`src/inc/spd_params.svh`:
```
// Summary of operation
// selector nibble all ones selects frame pulse
// low sixteen bits count related periods between pulses
// selector picks sibling B/C/D; pulse one period
// software never selects this divider as reference
// polarity bit zero normal, one inverted pulse
// type zero straddles boundary, one edge-aligned
// normal mode divides oscillator by whole setting
// software keeps normal ratio at most maximum
// new setting applies once all bytes written
`ifndef SPD_PARAMS_SVH
`define SPD_PARAMS_SVH

// byte addresses of the three setting bytes, high byte first
`define SPD_ADDR_HI 8'hA4
`define SPD_ADDR_MID 8'hA5
`define SPD_ADDR_LO 8'hA6

// reset value of the setting
`define SPD_RESET_CFG 24'h000000

// shape selector value for frame pulse
`define SPD_FRAME_SHAPE 4'hF

// smallest ratio that yields a toggling clock
`define SPD_MIN_RATIO 24'h000002

// related clock selector codes
`define SPD_RSEL_RESERVED 2'h0
`define SPD_RSEL_B 2'h1
`define SPD_RSEL_C 2'h2
`define SPD_RSEL_D 2'h3

// byte lane codes and the full written mask
`define SPD_LANE_NONE 2'h0
`define SPD_LANE_HI 2'h1
`define SPD_LANE_MID 2'h2
`define SPD_LANE_LO 2'h3
`define SPD_MASK_NONE 3'h0
`define SPD_MASK_HI 3'h4
`define SPD_MASK_MID 3'h2
`define SPD_MASK_LO 3'h1
`define SPD_MASK_ALL 3'h7

// count constants
`define SPD_ONE24 24'h000001
`define SPD_ONE16 16'h0001
`define SPD_ZERO16 16'h0000
`define SPD_ZERO24 24'h000000
`define SPD_NUM_REL 3

`endif

```
`src/inc/spd_pkg.sv`:
```
`include "spd_params.svh"

package spd_pkg;

    // one 24-bit setting split into its frame-pulse fields
    typedef struct packed {
        logic [3:0] shape;
        logic ptype;
        logic pol;
        logic [1:0] rsel;
        logic [15:0] period;
    } spd_cfg_t;

    // register port request carried as one bundle
    typedef struct packed {
        logic wr;
        logic rd;
        logic [7:0] addr;
        logic [7:0] wdata;
    } spd_req_t;

    // frame shape test, used by the mode decode in spd_top
    function automatic logic is_frame(input spd_cfg_t cfg);
        is_frame = (cfg.shape == `SPD_FRAME_SHAPE);
    endfunction : is_frame

    // byte address to lane, shared by the write and read paths
    function automatic logic [1:0] addr_lane(input logic [7:0] addr);
        unique case (addr)
            `SPD_ADDR_HI: addr_lane = `SPD_LANE_HI;
            `SPD_ADDR_MID: addr_lane = `SPD_LANE_MID;
            `SPD_ADDR_LO: addr_lane = `SPD_LANE_LO;
            default: addr_lane = `SPD_LANE_NONE;
        endcase
    endfunction : addr_lane

endpackage : spd_pkg

```
`src/core/spd_cfg_regs.sv`:
```
`timescale 1ns/100ps
`default_nettype none
`include "spd_params.svh"

module spd_cfg_regs (
    input wire logic i_mclk,
    input wire logic i_resetn,
    input wire spd_pkg::spd_req_t i_req,
    output logic [7:0] o_rdata,
    output logic o_rvalid,
    output spd_pkg::spd_cfg_t o_cfg,
    output logic o_commit
);

    logic [23:0] stage_q;
    logic [23:0] stage_d;
    logic [2:0] mask_q;
    logic [2:0] mask_d;
    logic [1:0] wr_lane;
    logic [1:0] rd_lane;

    assign wr_lane = i_req.wr ? spd_pkg::addr_lane(i_req.addr) : `SPD_LANE_NONE;
    assign rd_lane = spd_pkg::addr_lane(i_req.addr);

    // merge the written byte into the staging word
    always_comb begin
        stage_d = stage_q;
        mask_d = mask_q;
        unique case (wr_lane)
            `SPD_LANE_HI: begin
                stage_d[23:16] = i_req.wdata;
                mask_d = mask_q | `SPD_MASK_HI;
            end
            `SPD_LANE_MID: begin
                stage_d[15:8] = i_req.wdata;
                mask_d = mask_q | `SPD_MASK_MID;
            end
            `SPD_LANE_LO: begin
                stage_d[7:0] = i_req.wdata;
                mask_d = mask_q | `SPD_MASK_LO;
            end
            `SPD_LANE_NONE: begin
                stage_d = stage_q;
            end
        endcase
    end

    // staging bytes and written mask; mask clears on commit
    always_ff @(posedge i_mclk or negedge i_resetn) begin
        if (!i_resetn) begin
            stage_q <= `SPD_RESET_CFG;
            mask_q <= `SPD_MASK_NONE;
        end else begin
            stage_q <= stage_d;
            mask_q <= (mask_d == `SPD_MASK_ALL) ? `SPD_MASK_NONE : mask_d;
        end
    end

    // live setting moves only as a whole word, never half-written
    always_ff @(posedge i_mclk or negedge i_resetn) begin
        if (!i_resetn) begin
            o_cfg <= `SPD_RESET_CFG;
            o_commit <= 1'b0;
        end else begin
            o_commit <= (mask_d == `SPD_MASK_ALL);
            if (mask_d == `SPD_MASK_ALL) begin
                o_cfg <= stage_d;
            end
        end
    end

    // registered read of the staged bytes; unmapped reads give zero
    always_ff @(posedge i_mclk or negedge i_resetn) begin
        if (!i_resetn) begin
            o_rdata <= 8'h00;
            o_rvalid <= 1'b0;
        end else begin
            o_rvalid <= i_req.rd;
            unique case (rd_lane)
                `SPD_LANE_HI: o_rdata <= i_req.rd ? stage_q[23:16] : 8'h00;
                `SPD_LANE_MID: o_rdata <= i_req.rd ? stage_q[15:8] : 8'h00;
                `SPD_LANE_LO: o_rdata <= i_req.rd ? stage_q[7:0] : 8'h00;
                `SPD_LANE_NONE: o_rdata <= 8'h00;
            endcase
        end
    end

endmodule : spd_cfg_regs
`default_nettype wire

```
`src/core/spd_top.sv`:
```
`timescale 1ns/100ps
`default_nettype none
`include "spd_params.svh"

module spd_top (
    input wire logic i_mclk,
    input wire logic i_resetn,
    input wire logic i_reg_wr,
    input wire logic i_reg_rd,
    input wire logic [7:0] i_reg_addr,
    input wire logic [7:0] i_reg_wdata,
    input wire logic [2:0] i_rel_clk,
    output logic [7:0] o_reg_rdata,
    output logic o_reg_rvalid,
    output logic o_clk_out,
    output logic o_frame_mode
);

    spd_pkg::spd_req_t req;
    spd_pkg::spd_cfg_t cfg;
    logic commit;

    // bundle the register port
    assign req.wr = i_reg_wr;
    assign req.rd = i_reg_rd;
    assign req.addr = i_reg_addr;
    assign req.wdata = i_reg_wdata;

    spd_cfg_regs u_regs (
        .i_mclk(i_mclk),
        .i_resetn(i_resetn),
        .i_req(req),
        .o_rdata(o_reg_rdata),
        .o_rvalid(o_reg_rvalid),
        .o_cfg(cfg),
        .o_commit(commit)
    );

    // ------------------------------------------------------------------
    // mode decode
    // ------------------------------------------------------------------

    logic frame_sel;
    logic [23:0] ratio;
    logic ratio_ok;

    // whole word is the ratio in normal mode
    assign frame_sel = spd_pkg::is_frame(cfg);
    assign ratio = cfg;
    // a ratio under two cannot toggle; output then holds low
    assign ratio_ok = (ratio >= `SPD_MIN_RATIO);

    // ------------------------------------------------------------------
    // normal mode divider
    // ------------------------------------------------------------------

    logic [23:0] div_cnt_q;
    logic [23:0] div_last;
    logic [23:0] div_half;
    logic clk_norm;

    assign div_last = ratio - `SPD_ONE24;
    assign div_half = {1'b0, ratio[23:1]};

    // counter restarts on every commit so a new ratio starts cleanly
    always_ff @(posedge i_mclk or negedge i_resetn) begin
        if (!i_resetn) begin
            div_cnt_q <= `SPD_ZERO24;
        end else if (commit || frame_sel || !ratio_ok) begin
            div_cnt_q <= `SPD_ZERO24;
        end else if (div_cnt_q >= div_last) begin
            div_cnt_q <= `SPD_ZERO24;
        end else begin
            div_cnt_q <= div_cnt_q + `SPD_ONE24;
        end
    end

    // high for floor(n/2); odd ratios run half a cycle short of half
    assign clk_norm = ratio_ok && (div_cnt_q < div_half);

    // ------------------------------------------------------------------
    // related clock synchronisers
    // ------------------------------------------------------------------

    logic [2:0] rel_s1_q;
    logic [2:0] rel_s2_q;
    logic [2:0] rel_s3_q;

    // siblings run on their own divided phase, so sample them twice
    genvar gi;
    generate
        for (gi = 0; gi < `SPD_NUM_REL; gi = gi + 1) begin : g_rel_sync
            always_ff @(posedge i_mclk or negedge i_resetn) begin
                if (!i_resetn) begin
                    rel_s1_q[gi] <= 1'b0;
                    rel_s2_q[gi] <= 1'b0;
                    rel_s3_q[gi] <= 1'b0;
                end else begin
                    rel_s1_q[gi] <= i_rel_clk[gi];
                    rel_s2_q[gi] <= rel_s1_q[gi];
                    rel_s3_q[gi] <= rel_s2_q[gi];
                end
            end
        end
    endgenerate

    // ------------------------------------------------------------------
    // related clock selection
    // ------------------------------------------------------------------

    logic rel_now;
    logic rel_old;
    logic rel_ok;

    // code 00 would be this divider itself, so it selects nothing
    always_comb begin
        rel_now = 1'b0;
        rel_old = 1'b0;
        rel_ok = 1'b1;
        unique case (cfg.rsel)
            `SPD_RSEL_B: begin
                rel_now = rel_s2_q[0];
                rel_old = rel_s3_q[0];
            end
            `SPD_RSEL_C: begin
                rel_now = rel_s2_q[1];
                rel_old = rel_s3_q[1];
            end
            `SPD_RSEL_D: begin
                rel_now = rel_s2_q[2];
                rel_old = rel_s3_q[2];
            end
            `SPD_RSEL_RESERVED: begin
                rel_ok = 1'b0;
            end
        endcase
    end

    logic rel_rise;
    logic rel_fall;
    logic frame_ok;

    assign rel_rise = rel_now && !rel_old;
    assign rel_fall = !rel_now && rel_old;
    // a zero period means no pulses at all
    assign frame_ok = frame_sel && rel_ok && (cfg.period != `SPD_ZERO16);

    // ------------------------------------------------------------------
    // frame period counter
    // ------------------------------------------------------------------

    logic [15:0] per_cnt_q;
    logic [15:0] per_last;
    logic at_last;

    assign per_last = cfg.period - `SPD_ONE16;
    assign at_last = (per_cnt_q >= per_last);

    // counts related rising edges; wraps at the frame boundary
    always_ff @(posedge i_mclk or negedge i_resetn) begin
        if (!i_resetn) begin
            per_cnt_q <= `SPD_ZERO16;
        end else if (commit || !frame_ok) begin
            per_cnt_q <= `SPD_ZERO16;
        end else if (rel_rise) begin
            if (at_last) begin
                per_cnt_q <= `SPD_ZERO16;
            end else begin
                per_cnt_q <= per_cnt_q + `SPD_ONE16;
            end
        end
    end

    // ------------------------------------------------------------------
    // pulse shaping
    // ------------------------------------------------------------------

    logic pulse_q;

    // edge style: high from the boundary rise to the next rise;
    // straddle style: high from the fall before to the fall after,
    // so the boundary sits in the middle; either way one period wide
    always_ff @(posedge i_mclk or negedge i_resetn) begin
        if (!i_resetn) begin
            pulse_q <= 1'b0;
        end else if (commit || !frame_ok) begin
            pulse_q <= 1'b0;
        end else if (cfg.ptype) begin
            if (rel_rise) begin
                pulse_q <= at_last;
            end
        end else begin
            if (rel_fall) begin
                pulse_q <= at_last;
            end
        end
    end

    // ------------------------------------------------------------------
    // output stage
    // ------------------------------------------------------------------

    // output comes from a flop so downstream sees no decode glitches
    always_ff @(posedge i_mclk or negedge i_resetn) begin
        if (!i_resetn) begin
            o_clk_out <= 1'b0;
            o_frame_mode <= 1'b0;
        end else begin
            o_frame_mode <= frame_sel;
            if (frame_sel) begin
                o_clk_out <= pulse_q ^ cfg.pol;
            end else begin
                o_clk_out <= clk_norm;
            end
        end
    end

endmodule : spd_top
`default_nettype wire

```
`config.mk`:
```
export PLATFORM = sky130hd
export DESIGN_NAME = spd_top
export DESIGN_NICKNAME = d
export VERILOG_FILES = /design/src/inc/spd_pkg.sv /design/src/core/spd_cfg_regs.sv /design/src/core/spd_top.sv
export VERILOG_INCLUDE_DIRS = /design/src /design/src/inc
export SDC_FILE = /design/constraint.sdc
export NUM_CORES = 1
export LEC_CHECK = 0
export BUFFER_PORTS_ARGS = -buffer_cell sky130_fd_sc_hd__clkbuf_2
export CORE_MARGIN = 4
export CORE_UTILIZATION = 55
export DETAILED_ROUTE_END_ITERATION = 7
export GPL_TIMING_DRIVEN = 0
export HOLD_SLACK_MARGIN = 0.15
export MAX_ROUTING_LAYER = met4
export PLACE_DENSITY = 0.73
export SKIP_LAST_GASP = 1
export SYNTH_ARGS = -nofsm -noshare
export SYNTH_HDL_FRONTEND = slang
export SYNTH_SLANG_ARGS = --single-unit
```
`constraint.sdc`:
```
create_clock -name i_mclk -period 4.6 [get_ports i_mclk]
set_clock_uncertainty 0.15 [all_clocks]
set_input_delay 0.92 -clock i_mclk [delete_from_list [all_inputs] [get_ports i_mclk]]
set_output_delay 0.92 -clock i_mclk [all_outputs]
set_load 0.1 [all_outputs]
```
Word level (Yosys, flattened, before mapping) --
Index checks and enable logic that the tools add are counted.
Operators by class: $add $sub $neg 4, magnitude comparators 4, equality and inequality tests 15, muxes and demuxes 24, bitwise logic cells 1, reduce and logical (&&, ||, !) cells 18
Operators with widths (number):
- 16-bit two-way mux | 3
- 24-bit two-way mux | 2
- 8-bit two-way mux | 6
- 8-bit one-hot mux with 4 select lines | 1
- 24-bit by 1-bit adder with 24-bit output (second input constant) | 1
- 8-bit equality test (second input constant) | 3
- 24-bit by 2-bit greater-or-equal comparator with 1-bit output (second input constant) | 1
- 24-bit greater-or-equal comparator | 1
- 24-bit by 23-bit < comparator with 1-bit output | 1
- 24-bit by 1-bit subtractor with 24-bit output (second input constant) | 1
- 16-bit by 1-bit adder with 16-bit output (second input constant) | 1
- 16-bit greater-or-equal comparator | 1
- 16-bit nonzero test | 1
- 16-bit by 1-bit subtractor with 16-bit output (second input constant) | 1
- 2-bit equality test (second input constant) | 6
- 3-bit one-hot mux with 3 select lines | 1
- 2-bit by 1-bit equality test with 1-bit output (second input constant) | 3
- 1-bit two-way mux | 6
- 1-bit one-hot mux with 3 select lines | 2
- 2-bit one-hot mux with 3 select lines | 1
- 1-bit logical AND | 5
- 4-bit equality test (second input constant) | 1
- 1-bit zero test | 4
- 2-bit zero test | 2
- other kinds (9) | 11
Storage, ports and cells: flip-flop bits (word level) 113, input port bits 23, output and inout port bits 11, logic and storage cells 90

Depth between registers and ports, before layout --
Gate-level depths: netlist of the first run.
depth in word-level cells 8, depth in mapped cells 16, gate-level depth less buffers 14

Hierarchy --
A second synthesis of the first run with hierarchy kept.
Unflattened totals: cells, all modules 673, area total of the unflattened synthesis 6960.4 um^2
By module, submodules not included:
- spd_top | times used 1, cells an instance 481, area each 4336.7 um^2, sequential area each 1301.2 um^2
- spd_cfg_regs | times used 1, cells an instance 192, area each 2623.8 um^2, sequential area each 1526.5 um^2

Worst setup path before layout of the first run --
Ideal clock, no wire load.
kind reg-to-reg, start point reg u_regs.o_cfg[4] in the netlist's numbering, end point reg div_cnt_q[9], data arrival time 3.025 ns, required time 4.378 ns, slack 1.353 ns, cell stages (with the launch flop) 14, path buffers 1, clock period less this slack 3.247 ns, cell sequence dfrtp_1 -> nor4_2 -> and4_1 -> nand3_1 -> nor3_1 -> xnor2_1 -> ha_1 -> a21o_1 -> a21o_1 -> a2111oi_0 -> and3_1 -> o21ai_2 -> buf_6 -> nor2_1
On the way: longest elaborated chain between the ends 4
RTL lines:
- from (decl) | line spd_cfg_regs.sv:11 | output spd_pkg::spd_cfg_t o_cfg,
- from (signal assigned) | line spd_cfg_regs.sv:62 | o_cfg <= `SPD_RESET_CFG;
- from (signal assigned) | line spd_cfg_regs.sv:67 | o_cfg <= stage_d;
- 24-bit by 1-bit subtractor with 24-bit output (no source line) or 24-bit by 2-bit greater-or-equal comparator with 1-bit output (tied branches)
- 24-bit greater-or-equal comparator or 1-bit zero test (tied branches) | line spd_top.sv:71, spd_top.sv:69
- 24-bit two-way mux or 1-bit logical OR (tied branches) | line spd_top.sv:71, spd_top.sv:69
- 24-bit two-way mux * | line spd_top.sv:69 | end else if (commit || frame_sel || !ratio_ok) begin
- to (signal assigned) | line spd_top.sv:68 | div_cnt_q <= `SPD_ZERO24;
- to (signal assigned) | line spd_top.sv:70 | div_cnt_q <= `SPD_ZERO24;
- to (signal assigned) | line spd_top.sv:72 | div_cnt_q <= `SPD_ZERO24;
- to (decl) | line spd_top.sv:57 | logic [23:0] div_cnt_q;
Every way passes the cells marked *; elsewhere a longest branch is shown, timed or not. A chain may end at the register's enable or synchronous reset.

Worst setup path in the final report of the first run --
start point reg u_regs.o_cfg[4] in the netlist's numbering, end point reg div_cnt_q[17]
The elaborated chain is that of the path after synthesis.

==> impl_results.md, run 1 <==
- Outcome: completed
- P_int: around 2.1 mW
- Wire per inst: between 15 and 20 µm
- Total grt overflow: 0
- First-pass GRT wire length: 28.3 mm
- DR vias/cell: 6.01
- Syn_nets: slightly below 800
- Slew Limit Fails: 0
- Yosys warnings: 0
- Power Density: 359 nW/µm²
- PortBufs: 33
- Startpoint types: flip-flop
- Final worst path period share: between 80 and 90%
- Yosys top cell by area: dfrtp_1
- Clk slew on worst S/H paths: 0.05 ns
- TritonCTS clock tree: yes
- Worst min-delay path class: flip-flop to flip-flop
- Min Tclk post-route: approximately 4.0 ns
- RSZ-0062 raised after global routing: false
- Clock Sinks: ~110
- H-tree depth: 4
- CP Capture Type: flip-flop
- Synth cell types: 56
- Switching Fraction: about a quarter
- Peak VDD IR: ~250 µV
- Fill cells: slightly below 1,000
- # rows: 40
- Placer Congestion: 0.912
- Clock Power Share: about 52%
- CTS Buf Count: 17
- Lkg Pwr: about 3.8 nW
- RR Endpoint: div_cnt_q[17]
- Commonest cells post-synth: dfrtp_1, ha_1, nand2_1
- Drt first-iter violations: approximately 480
- Max-slew headroom: 39.3%
- Core ar.: 12,000 µm²
- P_sw: approximately 0.67 mW
- Clock Tree Root: clkbuf_16
- R2R Setup Slk: 0.59 ns
- Count leader, synth: dfrtp_1
- Nets: 831
- Simple-Gate Fraction of Synth Area: 20.3%
- Final TNS setup: 0 ns
- HP Start: rel_s1_q[0]
- Die height: 119 µm
- Diodes inserted: 0
- Most numerous cell on the critical path: nor2_1
- Initial core utilization: between 50% and 60%
- Dominant cells by area after synthesis: dfrtp_1, ha_1, xnor2_1, nand2_1, nor2_1
- Worst-margin pin slew: between 0.9 and 1 ns
- Tot GR Track Use: 26.3%
- Final setup vio count: 0
- Crit path arrival time: approximately 4.2 ns
- Netlist Area Pre-Place: approximately 6700 µm²
- DP Wirelength: 12.3 mm
- Synthesized flop and latch total: around 110
- Share of cells above drive strength 1: 15.6%
- Synthesized instance count: 689
- Remaining antenna violation count: 0
- Via count: 5,418
- Die ar.: approximately 14,000 µm²
- First-pass DRT Iterations: 5
- Post-synth ARST share: 100%
- Worst-path maximum fanout: 10
- Fmax: 0.249 GHz
- Detailed Route WL: approximately 17 mm
- Sequential share of power: ~40%
- Vias in the first global route: 5,557
- Pwr Total: around 2.8 mW
- Crit-path cells: nor4_2 > and4_1 > nand2_1 > nor3_1 > xnor2_1 > ha_1 > o21ai_0 > nor2_1 > or3_1 > a211oi_1 > o21ai_2 > buf_6 > nor2_1
- P&R area growth vs syn: 14.8%
- Worst endpoint required time: 4.80 ns
- Die W: between 100 and 150 µm
- Share of the synthesized area in the top cell type: roughly 42%
- FF-to-FF Start: u_regs.o_cfg[4]
- Post-synthesis sequential area ratio: between 40 and 50%
- Cts repair resizes: 0
- Top_reg_cell synth: dfrtp_1
- Compound-cell area share of the yosys netlist: around 11%
- Ports: 34
- Mean Syn Cell Area: roughly 9.8 µm²
- Comb pwr share: under 10%
- Postcts setup bufs: 0
- Adder-cell share of the synthesized area: 12.5%
- Pin count of the biggest net entering global routing: between 100 and 150
- Drt drc: 0
- WHS Path Cells: 0
- Max-cap violations: 0
- Final Hold Fails: 0
- Post-synth EDFFs: 0
- Main combinational cell family by area after synthesis: simple AND/OR/NAND/NOR gates
- Initial antenna violation count: 0
- Worst reg-to-reg path cell count: 13
- Setup CP Type: flip-flop to flip-flop
- Post-Synth XOR/XNOR Area: 6.90%
- Mux cell area share after synthesis: around 2.8%
- Hold EP: rel_s2_q[0]
- Clk buf depth: 2
- CTS Hold Buffers Added: 0
- Core Util, Final: 64.3%
- Max incr delay on CP: between 0.5 and 0.6 ns
- CP max-delay cell: nor4_2
- Worst skew pair latency: 0.42 ns
[area by class of cell]
type                            count  area, µm²  share of cell area (%)
Buffer                             19        126                    1.64
Clock buffer                       22        454                    5.88
Clock inverter                     10        183                    2.37
Inverter                           43        161                    2.09
Multi-Input combinational cell    514       3610                    46.8
Sequential cell                   113       2830                    36.6
Tap cell                          147        184                    2.38
Timing Repair Buffer               33        174                    2.25
[how the worst max path moves through the flow]
stage / start / to / cells past startpoint
after floorplan: u_regs.o_cfg[4] / div_cnt_q[9] / 13
after global placement: u_regs.o_cfg[4] / div_cnt_q[9] / 13
after detailed placement: u_regs.o_cfg[4] / div_cnt_q[6] / 13
after CTS: u_regs.o_cfg[4] / div_cnt_q[17] / 13
after global routing: u_regs.o_cfg[4] / per_cnt_q[11] / 13
final: u_regs.o_cfg[4] / div_cnt_q[17] / 13
[power by group through the flow]
stage / registers, mW / logic [mW] / clock network (mW)
finish: 1.10 / 0.238 / 1.44
global route: 1.10 / 0.267 / 1.50
CTS: 1.10 / 0.237 / 1.45
detailed placement: 1.11 / 0.235 / 0
global placement: 1.11 / 0.221 / 0
floorplan: 1.11 / 0.142 / 0
[metal layers]
layer,vias up,wire length (µm),global-route usage [%]
li1,2541,-,-
met1,2675,7390,33.7
met2,161,7950,40.6
met3,41,914,4.74
met4,0,537,12.2
met5,-,0,-
[stage by stage]
stage          hold WS [ns]  setup slack [ns]  area [µm²]  std cells
2_1_floorplan         0.181              1.35        6730        689
3_5_place_dp          0.191             0.674        7080        869
4_1_cts               0.203             0.601        7720        901
3_3_place_gp          0.182             0.685        7070        869
6_report              0.199             0.588        7720        901
5_1_grt               0.214             0.197        7720        901
[logic make-up (layout without fill, tap and decap cells)]
family / Yosys count / in the layout
AND/OR/NAND/NOR: 262 / 262
AO/OA/AOI/OAI: 115 / 115
flip-flops: 113 / 113
adder cells (fa/ha/maj): 67 / 67
buffers and inverters: 62 / 127
XOR/XNOR: 53 / 53
multiplexers: 17 / 17
[cells in the final DEF, fill, tap and decap left out, types with 32 or more instances in the layout]
cell type,Yosys,routed
inv_1,43,43
ha_1,67,67
a21oi_1,32,32
dfrtp_1,113,113
clkbuf_2,0,32
nor2_1,66,66
nand3_1,32,32
nand2_1,67,67
xnor2_1,32,32
o21ai_0,36,36
[registers in the layout, indices dropped and copies added (netlist names)]
name,cells
div_cnt_q,24
o_clk_out,1
o_frame_mode,1
per_cnt_q,16
pulse_q,1
rel_s1_q,3
rel_s2_q,3
rel_s3_q,3
u_regs.mask_q,3
u_regs.o_cfg,24
u_regs.o_commit,1
u_regs.o_rdata,8
u_regs.o_rvalid,1
u_regs.stage_q,24
[critical path, delay by kind of cell, from the launching register on]
kind                     cells  cell delay [ns]
AO/OA/AOI/OAI                3             0.83
adder cells (fa/ha/maj)      1             0.31
AND/OR/NAND/NOR              7             1.81
flip-flops                   1             0.43
buffers and inverters        1             0.20
XOR/XNOR                     1             0.20
No activity file was read; power rests on OpenSTA's default activity.
==> inputs of run 2 (changes only) <==
--- a/config.mk
+++ b/config.mk
@@ -13,7 +13,7 @@
 export GPL_TIMING_DRIVEN = 0
 export HOLD_SLACK_MARGIN = 0.15
 export MAX_ROUTING_LAYER = met4
-export PLACE_DENSITY = 0.73
+export PLACE_DENSITY = 0.84
 export SKIP_LAST_GASP = 1
 export SYNTH_ARGS = -nofsm -noshare
 export SYNTH_HDL_FRONTEND = slang
==> run 2 against run 1 <==
Compared with the run above: clock power fell by 9%; cell area fell by 0.63%; utilization fell by 0.41 points.
==> impl_results.md, run 2 (synthesized netlist as in run 1, its figures left out) <==
- Outcome: completed
- Core ar.: 12,000 µm² (unchanged)
- Worst-margin pin slew: 0.948 ns (+0.0451 ns)
- Core Util, Final: 63.9% (-0.41 points)
- Biggest regs: div_cnt_q x24, u_regs.o_cfg x24, u_regs.stage_q x24
- First-pass DRT Iterations: 6 (+1)
- Wire per inst: 18.4 µm (-1.4%)
- Critical path buffers and inverters: 1 (unchanged)
- Postcts setup bufs: 0 (unchanged)
- Slew Limit Fails: 0 (unchanged)
- Fin area: 7670 µm² (-0.63%)
- Most numerous cell on the critical path: nor2_1
- Peak VDD IR: 281 µV (+14%)
- Fill cells: 902 (-6.1%)
- Commonest non-fill, non-tap cell in the layout: dfrtp_1
- Pre-CTS setup slack: 0.590 ns (-0.0833 ns)
- Final setup vio count: 0 (unchanged)
- Worst endpoint required time: 4.80 ns (about the same)
- P&R area growth vs syn: 14.1%
- Initial antenna violation count: 0 (unchanged)
- CTS Hold Buffers Added: 0 (unchanged)
- Nets: 831 (unchanged)
- First-pass GRT wire length: 28.1 mm (-0.92%)
- Vias in the first global route: 5,695 (+2.5%)
- Area of the multi-input gates: 3610 µm² (unchanged)
- Sequential share of power: 41.5% (+2.0 points)
- Crit-path cells: nor4_2 > and4_1 > nand2_1 > nor3_1 > xnor2_1 > ha_1 > o21ai_0 > nor2_1 > or3_1 > a211oi_1 > o21ai_2 > buf_6 > nor2_1
- Detailed Route WL: 16.6 mm (-1.4%)
- Die height: 119 µm (unchanged)
- TritonCTS clock tree: yes
- Placer Congestion: 0.941 (+3.2%)
- Via count: 5,502 (+1.6%)
- Clock Tree Root: clkbuf_16
- H-tree depth: 4 (unchanged)
- P_int: 1.96 mW (-7.0%)
- Worst-path maximum fanout: 10 (unchanged)
- Pin count of the biggest net entering global routing: 114 (unchanged)
- Setup CP Type: flip-flop to flip-flop
- Clk buf depth: 2 (unchanged)
- # rows: 40 (unchanged)
- Post-DP Area: 7080 µm² (unchanged)
- PortBufs: 33 (unchanged)
- Clock Sinks: 113 (unchanged)
- Comb pwr share: 8.9% (+0.3 points)
- Register area: 2830 µm² (unchanged)
- Switching Fraction: 25.9% (+1.7 points)
- Worst min-delay path class: flip-flop to flip-flop
- Remaining antenna violation count: 0 (unchanged)
- Clk slew on worst S/H paths: 0.06 ns (about the same)
- Post-Place Cells: 869 (unchanged)
- Cell Count, Final, Fillers Out: 901 (unchanged)
- Die ar.: 14,100 µm² (unchanged)
- Max-slew headroom: 36.2% (-3.0 points)
- Share of cells above drive strength 1: 16.0% (+0.40 points)
- DP Wirelength: 12.0 mm (-2.4%)
- Power Density: 344 nW/µm² (-4.2%)
- RSZ-0062 raised after global routing: false
- Max-cap violations: 0 (unchanged)
- Highest metal used: met4
- Worst skew pair latency: 0.42 ns (about the same)
- Tot GR Track Use: 25.7% (-0.61 points)
- CP Capture Type: flip-flop
- Ports: 34 (unchanged)
- DR vias/cell: 6.11 (+1.6%)
- P_sw: 0.683 mW (+2.0%)
- Total grt overflow: 0 (unchanged)
- CP delay by family, top: simple AND/OR/NAND/NOR gates
- Final Hold Fails: 0 (unchanged)
- Cts repair resizes: 0 (unchanged)
- Startpoint types: flip-flop
- Diodes inserted: 0 (unchanged)
- Max incr delay on CP: 0.51 ns (-0.02 ns)
- Most frequent cells in the layout: dfrtp_1, nand2_1, ha_1
- Metal1 wirelength: 6.80 mm (-8.0%)
- Final worst path period share: 88.7% (+1.4 points)
- Drt first-iter violations: 535 (+12%)
- Clock Power Share: 49.6% (-2.3 points)
- Final TNS setup: 0 ns (unchanged)
- PnR worst setup slack: 0.522 ns (-0.0659 ns)
- Drt drc: 0 (unchanged)
- Crit path arrival time: 4.28 ns (+0.07 ns)
- CP max-delay cell: nor4_2
- Metal2 WL: 8.08 mm (+1.5%)
- Initial core utilization: 56.0% (unchanged)
- Die W: 119 µm (unchanged)
- Min Tclk post-route: 4.08 ns (+0.0659 ns)
- WL met3: 1.15 mm (+26%)
- CTS Buf Count: 17 (unchanged)
- Fmax: 0.245 GHz (-1.6%)
- Lkg Pwr: 3.79 nW (-0.55%)
-- run 2: cell count changes in the layout (fill, tap and decap cells not counted) --
cell | previous run | this run
clkbuf_1 | 11 | 8
clkbuf_8 | 2 | 3
bufinv_16 | 5 | 2
clkinv_2 | 2 | 3
clkinvlp_4 | 3 | 4
inv_6 | 0 | 3
-- run 2: worst paths after layout --
check                           startpoint           endpoint  slack (ns)  depth (start not counted)
max in group asynchronous         i_resetn  u_regs.o_rdata[5]        3.22                          1
min in group asynchronous         i_resetn       per_cnt_q[7]        0.44                          1
min                            rel_s1_q[1]        rel_s2_q[1]        0.20                          0
max reg2reg                u_regs.o_cfg[4]      div_cnt_q[17]        0.52                         13
min reg2reg                    rel_s1_q[1]        rel_s2_q[1]        0.20                          0
max                        u_regs.o_cfg[4]      div_cnt_q[17]        0.52                         13
-- run 2: power groups by stage --
stage,registers [mW],logic (mW),clock network (mW)
6_report,1.10,0.234,1.31
3_3_place_gp,1.10,0.218,0
2_1_floorplan,1.11,0.142,0
3_5_place_dp,1.11,0.231,0
5_1_grt,1.10,0.265,1.37
4_1_cts,1.09,0.233,1.31
-- run 2: stage by stage --
stage / hold slack (ns) / total power [mW]
finish: 0.196 / 2.64
global route: 0.206 / 2.73
CTS: 0.197 / 2.64
detailed placement: 0.185 / 1.34
global placement: 0.184 / 1.32
floorplan: 0.181 / 1.25
-- run 2: area by class of cell --
type	instances	share of cell area (%)
plain buffers	19	1.65
clock buffers	20	5.95
clock inverters	12	1.71
inverters	43	2.10
multi-input cells	514	47.1
flip-flops and latches	113	36.9
well taps	147	2.40
repair buffers	33	2.27
-- run 2: metal layers --
layer	track usage [%]	vias to the layer above
met5	-	-
met4	11.9	0
met3	5.45	38
met2	40.2	222
met1	32.0	2707
li1	-	2535
